### src/pkg/osab_defs.vh
// constants for the oscillator band autoselect block
`ifndef OSAB_DEFS_VH
`define OSAB_DEFS_VH
// register word offsets (word addresses, one per bus word)
`define OSAB_ADDR_OSC      4'h0
`define OSAB_ADDR_PLL      4'h1
`define OSAB_ADDR_DIVLO    4'h2
`define OSAB_ADDR_CTRL     4'h3
`define OSAB_ADDR_TEST     4'h4
`define OSAB_ADDR_XDIV     4'h5
`define OSAB_ADDR_STAT1    4'h6
`define OSAB_ADDR_STAT2    4'h7
`define OSAB_ADDR_DIVREF   4'h8
`define OSAB_ADDR_DIVHI    4'h9
// oscillator register fields
`define OSAB_OSC_CORE_HI   7
`define OSAB_OSC_CORE_LO   6
`define OSAB_OSC_SUB_HI    5
`define OSAB_OSC_SUB_LO    3
`define OSAB_OSC_ADE       2
`define OSAB_OSC_ADL       1
// pll register fields
`define OSAB_PLL_VAS       7
`define OSAB_PLL_CPS       6
`define OSAB_PLL_CP_HI     5
`define OSAB_PLL_CP_LO     4
// control register fields
`define OSAB_CTRL_EPD      7
`define OSAB_CTRL_INJECTION_SIDE_SELECT     6
`define OSAB_CTRL_MOD      5
`define OSAB_CTRL_PD_HI    2
`define OSAB_CTRL_PD_LO    0
// test register fields
`define OSAB_TEST_D_HI     7
`define OSAB_TEST_D_LO     5
`define OSAB_TEST_FILTER_TRIM_SOURCE     3
`define OSAB_TEST_TUN_HI   2
`define OSAB_TEST_TUN_LO   0
// crystal divide register field
`define OSAB_XDIV_QUADRATURE_DISABLE     0
// reset values
`define OSAB_RST_OSC       8'h00
`define OSAB_RST_PLL       8'h00
`define OSAB_RST_CTRL      8'h40
`define OSAB_RST_TEST      8'h08
`define OSAB_RST_XDIV      8'h00
`define OSAB_RST_DIVREF    8'h38
`define OSAB_RST_DIVHI     8'h53
`define OSAB_RST_DIVLO     8'hf8
// detector voltage mode code
`define OSAB_DIAG_VOLT     3'h4
// adc code bands
`define OSAB_ADC_VAS_LO    3'h2
`define OSAB_ADC_VAS_HI    3'h5
`define OSAB_ADC_MIN       3'h0
`define OSAB_ADC_MAX       3'h7
`define OSAB_ADC_CP01      3'h3
`define OSAB_ADC_CP10      3'h4
// lock classes
`define OSAB_LOCK_OUT      2'h0
`define OSAB_LOCK_LOCKED   2'h1
`define OSAB_LOCK_VAS      2'h2
// pump settings
`define OSAB_CP_00         2'h0
`define OSAB_CP_01         2'h1
`define OSAB_CP_10         2'h2
`define OSAB_CP_11         2'h3
// settle wait per step, in clock cycles (stands for the loop time constant)
`define OSAB_SETTLE_CYC    8'h10
`define OSAB_STEPS_MAX     6'h20
`endif

### src/logic/osab_adc_class.v
// adc code to lock class and automatic pump setting
`timescale 1ns/1ps
`include "osab_defs.vh"
module osab_adc_class
(
    input  wire [2:0] code_in,
    output reg  [1:0] lock_class_out,
    output reg  [1:0] pump_auto_out
);
    // lock class from code
    always @*
    begin
        if (code_in == `OSAB_ADC_MIN || code_in == `OSAB_ADC_MAX)
            lock_class_out = `OSAB_LOCK_OUT;
        else if (code_in >= `OSAB_ADC_VAS_LO && code_in <= `OSAB_ADC_VAS_HI)
            lock_class_out = `OSAB_LOCK_VAS;
        else
            lock_class_out = `OSAB_LOCK_LOCKED;
    end

    // pump current table
    always @*
    begin
        if (code_in < `OSAB_ADC_CP01)
            pump_auto_out = `OSAB_CP_00;
        else if (code_in == `OSAB_ADC_CP01)
            pump_auto_out = `OSAB_CP_01;
        else if (code_in == `OSAB_ADC_CP10)
            pump_auto_out = `OSAB_CP_10;
        else
            pump_auto_out = `OSAB_CP_11;
    end
endmodule // osab_adc_class

### src/logic/osab_top.v
// oscillator band autoselect control with avalon register slave
// Summary of operation
// - four oscillators, eight sub-bands; manual fields select them when search is off
// - with autoselect enabled, writing the low divider word starts a search
// - search starts from the manual oscillator and sub-band fields
// - search-inactive flag held clear while searching
// - success sets inactive and success flags, reports chosen band in status two
// - failed search clears success and sets inactive
// - search accepts a band only for adc codes 010 through 101
// - codes 000/111 out of lock, next inward locked, middle search-locked
// - pump follows adc if auto pump and (search off or success), else programmed
// - auto pump: 000-010 gives 00, 011 01, 100 10, 101 up 11
// - pump setting in effect shown in status byte one
// - adc converts only while its enable bit is set
// - writing latch bit as one captures the conversion into status two
// - detector enable switches detector; attack field sets threshold
// - detector output current mode by default, voltage when diagnostic field is 100
// - injection bit: one high side (default), zero low side
// - quadrature disable bit turns off the q channel
// - filter source set uses factory trim, clear uses tune field
// - status two: oscillator 7:6, sub-band 5:3, adc 2:0
// - status one: pump 4:3, success bit 1, inactive bit 0
`timescale 1ns/1ps
`include "osab_defs.vh"
module osab_top
(
    input  wire        clk_in,
    input  wire        rst_in,
    input  wire [3:0]  avs_address_in,
    input  wire        avs_read_in,
    input  wire        avs_write_in,
    input  wire [31:0] avs_writedata_in,
    input  wire [3:0]  avs_byteenable_in,
    output reg  [31:0] avs_readdata_out,
    output reg         avs_waitrequest_out,
    input  wire [2:0]  tune_adc_code_in,
    output reg  [1:0]  oscillator_core_out,
    output reg  [2:0]  oscillator_subband_out,
    output reg  [1:0]  pump_current_out,
    output reg  [1:0]  lock_class_out,
    output reg         tune_adc_enable_out,
    output reg         detector_enable_out,
    output reg  [2:0]  detector_attack_point_out,
    output reg         detector_voltage_mode_out,
    output reg         injection_high_side_out,
    output reg         quadrature_disable_out,
    output reg         filter_factory_trim_out,
    output reg  [2:0]  filter_tune_code_out,
    output reg         baseband_gain_step_out,
    output reg         search_active_out
);
    // search controller states
    localparam ST_IDLE  = 2'h0;
    localparam ST_WAIT  = 2'h1;
    localparam ST_CHECK = 2'h2;

    // host-writable registers
    reg  [7:0] osc_q;
    reg  [7:0] pll_q;
    reg  [7:0] ctrl_q;
    reg  [7:0] test_q;
    reg  [7:0] xdiv_q;
    reg  [7:0] divref_q;
    reg  [7:0] divhi_q;
    reg  [7:0] divlo_q;

    // latched converter code and search datapath
    reg  [2:0] adc_latch_q;
    reg        succ_q;
    reg        inact_q;
    reg  [1:0] st_q;
    reg  [1:0] core_q;
    reg  [2:0] sub_q;
    reg  [7:0] wait_q;
    reg  [5:0] steps_q;

    // bus handshake and read mux
    reg        ack_q;
    reg  [7:0] rdata_d;

    // converter, classifier and bus strobes
    wire [2:0] adc_now;
    wire [1:0] cls_now;
    wire [1:0] pump_auto;
    wire [1:0] pump_eff;
    wire       wr_cyc;
    wire       wr_lo;
    wire       start;
    wire       searching;
    wire [7:0] stat1_w;
    wire [7:0] stat2_w;

    // converter output is zero when disabled
    assign adc_now = osc_q[`OSAB_OSC_ADE] ? tune_adc_code_in : `OSAB_ADC_MIN;

    osab_adc_class u_class
    (
        .code_in        (adc_now),
        .lock_class_out (cls_now),
        .pump_auto_out  (pump_auto)
    );

    // bus strobes; one wait cycle then ack
    assign wr_cyc = avs_write_in & ack_q;
    assign wr_lo  = wr_cyc & avs_byteenable_in[0];
    assign start  = wr_lo & (avs_address_in == `OSAB_ADDR_DIVLO)
                    & pll_q[`OSAB_PLL_VAS];
    assign searching = (st_q != ST_IDLE);

    // pump selection
    assign pump_eff = (pll_q[`OSAB_PLL_CPS] & (~pll_q[`OSAB_PLL_VAS] | succ_q))
                      ? pump_auto
                      : pll_q[`OSAB_PLL_CP_HI:`OSAB_PLL_CP_LO];

    // status bytes as the host reads them
    assign stat1_w = {3'h0, pump_eff, 1'b0, succ_q, inact_q};
    assign stat2_w = {core_q, sub_q, adc_latch_q};

    // handshake: waitrequest high until the ack cycle
    always @(posedge clk_in)
    begin
        if (rst_in)
            ack_q <= 1'b0;
        else
            ack_q <= (avs_read_in | avs_write_in) & ~ack_q;
    end

    // writable registers
    always @(posedge clk_in)
    begin
        if (rst_in)
        begin
            osc_q    <= `OSAB_RST_OSC;
            pll_q    <= `OSAB_RST_PLL;
            ctrl_q   <= `OSAB_RST_CTRL;
            test_q   <= `OSAB_RST_TEST;
            xdiv_q   <= `OSAB_RST_XDIV;
            divref_q <= `OSAB_RST_DIVREF;
            divhi_q  <= `OSAB_RST_DIVHI;
            divlo_q  <= `OSAB_RST_DIVLO;
        end
        else if (wr_lo)
        begin
            case (avs_address_in)
                `OSAB_ADDR_OSC:    osc_q    <= avs_writedata_in[7:0];
                `OSAB_ADDR_PLL:    pll_q    <= avs_writedata_in[7:0];
                `OSAB_ADDR_CTRL:   ctrl_q   <= avs_writedata_in[7:0];
                `OSAB_ADDR_TEST:   test_q   <= avs_writedata_in[7:0];
                `OSAB_ADDR_XDIV:   xdiv_q   <= avs_writedata_in[7:0];
                `OSAB_ADDR_DIVREF: divref_q <= avs_writedata_in[7:0];
                `OSAB_ADDR_DIVHI:  divhi_q  <= avs_writedata_in[7:0];
                `OSAB_ADDR_DIVLO:  divlo_q  <= avs_writedata_in[7:0];
                default:           osc_q    <= osc_q;
            endcase
        end
    end

    // adc latch capture on latch-bit write, held otherwise
    always @(posedge clk_in)
    begin
        if (rst_in)
            adc_latch_q <= `OSAB_ADC_MIN;
        else if (wr_lo && avs_address_in == `OSAB_ADDR_OSC
                 && avs_writedata_in[`OSAB_OSC_ADL])
            adc_latch_q <= adc_now;
        else
            adc_latch_q <= adc_latch_q;
    end

    // search state machine
    always @(posedge clk_in)
    begin
        if (rst_in)
        begin
            st_q    <= ST_IDLE;
            core_q  <= 2'h0;
            sub_q   <= 3'h0;
            wait_q  <= 8'h00;
            steps_q <= 6'h00;
            succ_q  <= 1'b0;
            inact_q <= 1'b1;
        end
        else
        begin
            case (st_q)
                ST_IDLE:
                begin
                    // manual selection follows the fields while autoselect is off
                    if (!pll_q[`OSAB_PLL_VAS])
                    begin
                        core_q <= osc_q[`OSAB_OSC_CORE_HI:`OSAB_OSC_CORE_LO];
                        sub_q  <= osc_q[`OSAB_OSC_SUB_HI:`OSAB_OSC_SUB_LO];
                        succ_q <= 1'b0;
                    end
                    if (start)
                    begin
                        core_q  <= osc_q[`OSAB_OSC_CORE_HI:`OSAB_OSC_CORE_LO];
                        sub_q   <= osc_q[`OSAB_OSC_SUB_HI:`OSAB_OSC_SUB_LO];
                        wait_q  <= `OSAB_SETTLE_CYC;
                        steps_q <= 6'h00;
                        succ_q  <= 1'b0;
                        inact_q <= 1'b0;
                        st_q    <= ST_WAIT;
                    end
                end
                ST_WAIT:
                begin
                    // a new low-word write restarts from the manual fields
                    if (start)
                    begin
                        core_q  <= osc_q[`OSAB_OSC_CORE_HI:`OSAB_OSC_CORE_LO];
                        sub_q   <= osc_q[`OSAB_OSC_SUB_HI:`OSAB_OSC_SUB_LO];
                        wait_q  <= `OSAB_SETTLE_CYC;
                        steps_q <= 6'h00;
                    end
                    else if (wait_q == 8'h00)
                        st_q <= ST_CHECK;
                    else
                        wait_q <= wait_q - 8'h01;
                end
                ST_CHECK:
                begin
                    // a write landing on the check cycle must not be lost
                    if (start)
                    begin
                        core_q  <= osc_q[`OSAB_OSC_CORE_HI:`OSAB_OSC_CORE_LO];
                        sub_q   <= osc_q[`OSAB_OSC_SUB_HI:`OSAB_OSC_SUB_LO];
                        wait_q  <= `OSAB_SETTLE_CYC;
                        steps_q <= 6'h00;
                        st_q    <= ST_WAIT;
                    end
                    // accept only the search-locked codes
                    else if (adc_now >= `OSAB_ADC_VAS_LO && adc_now <= `OSAB_ADC_VAS_HI)
                    begin
                        succ_q  <= 1'b1;
                        inact_q <= 1'b1;
                        st_q    <= ST_IDLE;
                    end
                    // last band tried without a usable code
                    else if (steps_q == `OSAB_STEPS_MAX - 6'h01)
                    begin
                        succ_q  <= 1'b0;
                        inact_q <= 1'b1;
                        st_q    <= ST_IDLE;
                    end
                    else
                    begin
                        // step to next sub-band, wrapping into next core
                        {core_q, sub_q} <= {core_q, sub_q} + 5'h01;
                        steps_q <= steps_q + 6'h01;
                        wait_q  <= `OSAB_SETTLE_CYC;
                        st_q    <= ST_WAIT;
                    end
                end
                default: st_q <= ST_IDLE;
            endcase
        end
    end

    // read data mux
    always @*
    begin
        case (avs_address_in)
            `OSAB_ADDR_OSC:    rdata_d = osc_q;
            `OSAB_ADDR_PLL:    rdata_d = pll_q;
            `OSAB_ADDR_DIVLO:  rdata_d = divlo_q;
            `OSAB_ADDR_CTRL:   rdata_d = ctrl_q;
            `OSAB_ADDR_TEST:   rdata_d = test_q;
            `OSAB_ADDR_XDIV:   rdata_d = xdiv_q;
            `OSAB_ADDR_STAT1:  rdata_d = stat1_w;
            `OSAB_ADDR_STAT2:  rdata_d = stat2_w;
            `OSAB_ADDR_DIVREF: rdata_d = divref_q;
            `OSAB_ADDR_DIVHI:  rdata_d = divhi_q;
            default:           rdata_d = 8'h00;
        endcase
    end

    // bus outputs registered
    always @(posedge clk_in)
    begin
        if (rst_in)
        begin
            avs_readdata_out    <= 32'h0000_0000;
            avs_waitrequest_out <= 1'b1;
        end
        else
        begin
            avs_waitrequest_out <= ~((avs_read_in | avs_write_in) & ~ack_q);
            if (avs_read_in & ~ack_q)
                avs_readdata_out <= {24'h00_0000, rdata_d};
        end
    end

    // band, pump and lock class outputs
    always @(posedge clk_in)
    begin
        if (rst_in)
        begin
            oscillator_core_out       <= 2'h0;
            oscillator_subband_out    <= 3'h0;
            pump_current_out          <= `OSAB_CP_00;
            lock_class_out            <= `OSAB_LOCK_OUT;
        end
        else
        begin
            oscillator_core_out       <= core_q;
            oscillator_subband_out    <= sub_q;
            pump_current_out          <= pump_eff;
            lock_class_out            <= cls_now;
        end
    end

    // register mirrors to the analog controls, and the search flag
    always @(posedge clk_in)
    begin
        if (rst_in)
        begin
            tune_adc_enable_out       <= 1'b0;
            detector_enable_out       <= 1'b0;
            detector_attack_point_out <= 3'h0;
            detector_voltage_mode_out <= 1'b0;
            injection_high_side_out   <= 1'b1;
            quadrature_disable_out    <= 1'b0;
            filter_factory_trim_out   <= 1'b1;
            filter_tune_code_out      <= 3'h0;
            baseband_gain_step_out    <= 1'b0;
            search_active_out         <= 1'b0;
        end
        else
        begin
            tune_adc_enable_out       <= osc_q[`OSAB_OSC_ADE];
            detector_enable_out       <= ctrl_q[`OSAB_CTRL_EPD];
            detector_attack_point_out <= ctrl_q[`OSAB_CTRL_PD_HI:`OSAB_CTRL_PD_LO];
            detector_voltage_mode_out <= (test_q[`OSAB_TEST_D_HI:`OSAB_TEST_D_LO]
                                          == `OSAB_DIAG_VOLT);
            injection_high_side_out   <= ctrl_q[`OSAB_CTRL_INJECTION_SIDE_SELECT];
            quadrature_disable_out    <= xdiv_q[`OSAB_XDIV_QUADRATURE_DISABLE];
            filter_factory_trim_out   <= test_q[`OSAB_TEST_FILTER_TRIM_SOURCE];
            filter_tune_code_out      <= test_q[`OSAB_TEST_TUN_HI:`OSAB_TEST_TUN_LO];
            baseband_gain_step_out    <= ctrl_q[`OSAB_CTRL_MOD];
            search_active_out         <= searching;
        end
    end
endmodule // osab_top

### config.mk
export PLATFORM = sky130hd
export DESIGN_NAME = osab_top
export DESIGN_NICKNAME = d
export VERILOG_FILES = /design/src/logic/osab_adc_class.v /design/src/logic/osab_top.v
export VERILOG_INCLUDE_DIRS = /design/src /design/src/pkg
export SDC_FILE = /design/constraint.sdc
export NUM_CORES = 1
export LEC_CHECK = 0
export ABC_AREA = 1
export BUFFER_PORTS_ARGS = -buffer_cell sky130_fd_sc_hd__buf_2
export CORE_ASPECT_RATIO = 2
export CORE_UTILIZATION = 40
export DETAILED_ROUTE_END_ITERATION = 8
export GPL_ROUTABILITY_DRIVEN = 0
export HOLD_SLACK_MARGIN = 0.12
export PLACE_DENSITY_LB_ADDON = 0.08
export SLEW_MARGIN = 20
export SYNTH_ARGS = -nofsm -noshare
export SYNTH_HDL_FRONTEND = slang
export SYNTH_SLANG_ARGS = --single-unit
### constraint.sdc
create_clock -name clk_in -period 1.8 [get_ports clk_in]
set_clock_uncertainty 0.15 [all_clocks]
set_input_delay 0.18 -clock clk_in [delete_from_list [all_inputs] [get_ports clk_in]]
set_output_delay 0.18 -clock clk_in [all_outputs]
set_load 0.1 [all_outputs]
* Yosys cells after proc, flatten, opt, wreduce, memory -nomap -nowiden
Index checks and enable logic that the tools add are counted.
Operators by class: $add $sub $neg 3, $lt $le $gt $ge 3, equal/unequal tests 27, mux-type cells 51, bitwise logic cells 12, reductions and logical operators 28
Operators by type and width (count):
- $pmux 8 s10 | 1
- $mux 8 | 6
- $mux 2 | 13
- $mux 6 | 4
- $pmux 8 s3 | 1
- $mux 3 | 7
- $eq 4x3->1 const B | 4
- $reduce_and 2->1 | 8
- $ne 3x3->1 const B | 5
- $mux 1 | 13
- $pmux 2 s3 | 2
- $pmux 6 s2 | 1
- $reduce_and 4->1 | 3
- $ne 2x2->1 const B | 5
- $reduce_and 5->1 | 2
- $eq 3x3->1 const B | 3
- $pmux 3 s3 | 1
- $eq 4x2->1 const B | 2
- $eq 4x4->1 const B | 2
- $logic_not 8->1 | 1
- $sub 8x1->8 const B | 1
- $and 1x1->1 | 7
- $add 6x1->6 const B | 1
- $eq 6x5->1 const B | 1
- other kinds (21) | 30
Storage, ports and cells: register bits 123, output and inout bits 56

* Logic depth before layout (Yosys ltp)
word-level depth 7, gate-level depth with buffers 12, depth with buffers taken out 11

* By module
Synthesis repeated with hierarchy kept, for this count alone.
Unflattened totals: cell total of the unflattened synthesis 832, area, all modules 5730.5 um^2
By module, submodules not included:
- osab_top | instances 1, cells an instance 819, area each 5676.7 um^2
- osab_adc_class | instances 1, cells an instance 13, area each 53.8 um^2

* Worst setup path after synthesis
OpenSTA, ideal clock, no wires.
kind reg-to-reg, from register steps_q[0], to register wait_q[2], library setup time 113 ps, data arrival time 1355 ps, required time 1537 ps, setup slack 182 ps, cell stages (with the launch flop) 12, path buffers 1, period minus slack after synthesis 1618 ps, cells stage by stage dfxtp_1 > ha_1 > nand2_1 > nor2_1 > nand2_1 > nand3_1 > nand2_2 > nand2_2 > nand2_2 > buf_6 > o21ai_1 > nor2_1
Between the ends: longest elaborated chain between the ends 3
RTL lines:
- start: declaration | line osab_top.v:75 | reg [5:0] steps_q;
- start signal: assignment | line osab_top.v:250 | steps_q <= steps_q + 6'h01;
- $eq 6x5->1 | line osab_top.v:240 | else if (steps_q == `OSAB_STEPS_MAX - 6'h01)
- $ne 3x3->1 (no source line)
- $reduce_and 5->1 (no source line)
- end signal: assignment | line osab_top.v:219 | wait_q <= wait_q - 8'h01;
- end signal: assignment | line osab_top.v:228 | wait_q <= `OSAB_SETTLE_CYC;
- end signal: assignment | line osab_top.v:251 | wait_q <= `OSAB_SETTLE_CYC;
- end: declaration | line osab_top.v:74 | reg [7:0] wait_q;
No other way between the ends. A chain may end at the register's enable or synchronous reset.

* Worst setup path after layout
from input tune_adc_code_in[1], to register steps_q[0]
Between the ends: longest elaborated chain between the ends 5, elaborated cells between the ends (all ways) 6, classes of those cells 2 x order compare; 1 x eq/ne; 1 x mux; 2 x reduce/logical
RTL lines:
- start: declaration | line osab_top.v:36 | input wire [2:0] tune_adc_code_in,
- $mux 3 (no source line) (*)
- $ge 3x2->1 (no source line) or $le 3x3->1 (tied branches)
- $logic_and 1x1->1 (no source line) (*)
- $ne 3x3->1 (no source line) (*)
- $reduce_and 4->1 (no source line) (*)
Mark *: on every way between the ends. The rest lies on a longest branch, timed or not.

==> summary.md <==
| Metric | Value |
|---|---|
| Clock power share | `0.518` |
| Worst Reg-to-Reg Cells | `11` |
| DRC Markers | `0` |
| Max Fanout on Critical Path | `10` |
| Sequential share of power | `0.399` |
| IO buf count | `51` |
| DR pass1 iterations | `5` |
| Multi-input gate area | `2720 um^2` |
| TNS Setup | `0 ns` |
| Critical-path top delay cell | `dlygate4sd3_1` |
| Crit end category | `register` |
| # fillers | `between 1,000 and 1,500` |
| Total grt overflow | `0` |
| Sw frac | `0.250` |
| Drt wl/cell | `15.3 um` |
| TritonCTS Sinks | `~120` |
| Slew Viols, Final | `0` |
| Grt met1 use | `0.231` |
| FF-to-FF End | `wait_q[1]` |
| Layout cells sized above 1 | `0.170` |
| M3 GR Usage | `0.0404` |
| Overall die height | `approximately 170 um` |
| Final WL | `16.9 mm` |
| Initial antenna violation count | `0` |
| Die Wd | `85.9 um` |
| Most frequent cells in the layout | `185 x nand2_1, 146 x nor2_1, 121 x dfxtp_1, 71 x o21ai_0, 66 x inv_1` |
| Crit path top cell by count | `nand2_1` |
| Met2 GRT Util | `0.459` |
| Mean Syn Cell Area | `6.92 um^2` |
| Number of DRC markers in iteration 0 | `215` |
| Syn Inst Count | `813` |
| Hold Path Depth | `6` |
| Root Buffer | `clkbuf_16` |
| Routed Antenna Nets | `0` |
| Main synth FF type | `dfxtp_1` |
| EDFF count, synth | `0` |
| Commonest non-fill, non-tap cell in the layout | `nand2_1` |
| Clock slew at reported path FFs | `0.06 ns` |
| Min-delay src | `avs_byteenable_in[0]` |
| Post-synthesis async set-or-reset flop share | `0` |
| Via density | `between 4 and 5` |
| Pin count of the biggest net entering global routing | `82` |
| Clk_lat worst skew | `0.41 ns` |
| Bufs on Longest Clock Path | `2` |
| Sw Pwr | `about 1.7 mW` |
| Maxcap violations | `0` |
| Rows | `61` |
| Max IR drop VDD | `between 0.0006 and 0.0007 V` |
| Pwr dens | `987 nW/um^2` |
| Top cells by area, synth | `dfxtp_1 44%, nand2_1 12%, nor2_1 9.8%` |
| Ratio of final minimum period to clock period | `0.929` |
| Yosys top cell by area | `dfxtp_1` |
| Nets | `957` |
| Pleak | `3.25 nW` |
| I/O pins | `~100` |
| Number of buffers created by CTS | `17` |
| Cell Area, Synth | `5630 um^2` |
| Share of the synthesized area in the top cell type | `0.438` |
| Max frequency | `598 MHz` |
| Reg-to-Reg Start | `steps_q[1]` |
| Startpoint type of the worst setup path | `input pin` |
| Ant diodes | `0` |
| WHS Endpoint | `inact_q` |
| Crit-path cells | `dlygate4sd3_1 > buf_2 > nand2_1 > nand2_1 > nand2_1 > nand3_2 > nand2_4 > nand2_4 > or2_0 > a21oi_1` |
| Setup slack, reg-to-reg | `0.13 ns` |
| Ys Warns | `0` |
| Status | `completed` |
| DP HPWL | `between 10 and 15 mm` |
| Share of power burned in combinational logic | `0.083` |
| Final setup fails | `0` |
| Hold Vio Cnt, Final | `0` |
| CP bufs+invs | `2` |
| Vias in the first global route | `5,282` |
| Tot Pwr | `6.89 mW` |
| Core Box Area | `13,800 um^2` |
| Area Growth Syn to Fin | `24.1%` |
| Post-synthesis cell type count | `34` |
| Sequential share of the synthesized area | `0.438` |
| Via count | `approximately 5,300` |
| Post-synthesis register bit count | `123` |
| Cell internal pwr | `a little over 5 mW` |
| H-tree depth | `4` |
| Fin crit period | `1.67 ns` |
| Required @ worst endpoint | `1.98 ns` |
| CTS tree | `yes` |
| Grt peak-use layer | `met2` |
| Initial core utilization | `0.407` |
| First-pass GRT wire length | `26.2 mm` |
| Critical path class | `in2reg` |
| Max stage delay on crit path | `0.53 ns` |
| Die area | `approximately 15,000 um^2` |
| CP Data Arrival Time | `1.86 ns` |
| Tot GR Track Use | `0.241` |
| Register area | `2460 um^2` |
| Hold Path Class | `in2reg` |
| Crit path max-delay family | `simple AND/OR/NAND/NOR gates` |
cell usage after synthesis, types with 3 or more instances:
master and instances:
inv_2 5, a21oi_1 44, buf_4 24, nand3b_1 3, nand2_2 8, nor3_1 3, nand2_1 186, nand3_1 63
xor2_1 4, or2_2 3, nand4_1 3, buf_1 4, ha_1 4, nor2_2 10, clkbuf_1 8, nor2_1 147
dfxtp_1 123, buf_2 9, xnor2_1 3, o21ai_0 71, inv_1 68
final cells by class:
| cell class | instances | share of cell area |
|---|---|---|
| flip-flops and latches | 123 | 0.353 |
| well taps | 189 | 0.0339 |
| multi-input cells | 591 | 0.389 |
| clock inverters | 9 | 0.0195 |
| inverters | 75 | 0.0403 |
| clock buffers | 23 | 0.0699 |
| repair buffers | 98 | 0.0939 |
state kept, by name, indices dropped and copies added (netlist names), 3 cells and up:
signal and count:
adc_latch_q 3, avs_readdata_out 8, ctrl_q 8, detector_attack_point_out 3, divhi_q 8, divlo_q 8, divref_q 8, filter_tune_code_out 3
osc_q 8, oscillator_subband_out 3, pll_q 8, steps_q 6, sub_q 3, test_q 8, wait_q 8, xdiv_q 8
worst max-delay path by stage:
stage	cells past startpoint	startpoint	slack, ns	endpoint
2_1_floorplan	11	steps_q[0]	0.18	wait_q[2]
3_3_place_gp	11	steps_q[0]	0.03	wait_q[6]
3_5_place_dp	11	steps_q[0]	-0.06	wait_q[6]
4_1_cts	11	steps_q[0]	0.01	wait_q[6]
5_1_grt	11	steps_q[1]	-0.006	wait_q[6]
6_report	10	tune_adc_code_in[1]	0.13	steps_q[0]
routing by layer:
metal	up-vias	routed length [um]
met1	2432	6000
met2	126	9260
met4	0	1030
met3	42	623
met5	-	0
li1	2721	-
power by group through the flow:
stage,combinational (mW),clock (mW),sequential [mW]
finish,0.570,3.57,2.75
global route,0.597,3.74,2.75
CTS,0.568,3.61,2.75
detailed placement,0.544,0,2.81
global placement,0.542,0,2.81
floorplan,0.397,0,2.86
metrics by stage:
stage | hold slack (ns) | instances | cell area, um^2 | worst slack, ns | util
2_1_floorplan | 0.143 | 836 | 5710 | 0.182 | -
3_3_place_gp | 0.254 | 1060 | 6160 | 0.0299 | 0.446
3_5_place_dp | 0.272 | 1060 | 6160 | -0.0633 | 0.446
4_1_cts | 0.215 | 1106 | 6930 | 0.0123 | 0.502
5_1_grt | 0.274 | 1108 | 6980 | -0.00577 | 0.505
6_report | 0.228 | 1108 | 6980 | 0.127 | 0.505
cell families (layout without fill, tap and decap cells):
group                    Yosys count  in the layout  share of synthesized area
AO/OA/AOI/OAI                    123            123                      0.113
XOR/XNOR                           7              7                     0.0109
adder cells (fa/ha/maj)            4              4                    0.00890
buffers and inverters            122            205                      0.102
flip-flops                       123            123                      0.438
other                              1             24                   0.000666
AND/OR/NAND/NOR                  433            433                      0.327
what timing repair did:
action | in CTS | in global routing
endpoints found under the setup margin | 10 | 20
pin swaps | 0 | 2
hold buffers | 14 | 0
hold endpoints to repair | 77 | 0
setup buffers | 0 | 2
gates resized for setup | 2 | 11
tightest hold or removal path, stage by stage:
cell and delay [ns]:
buf_2 0.11, nand3_2 0.10, inv_2 0.06, nand3_4 0.15, o21ai_0 0.09, nand3_1 0.06
No activity file was read; power rests on OpenSTA's default activity.
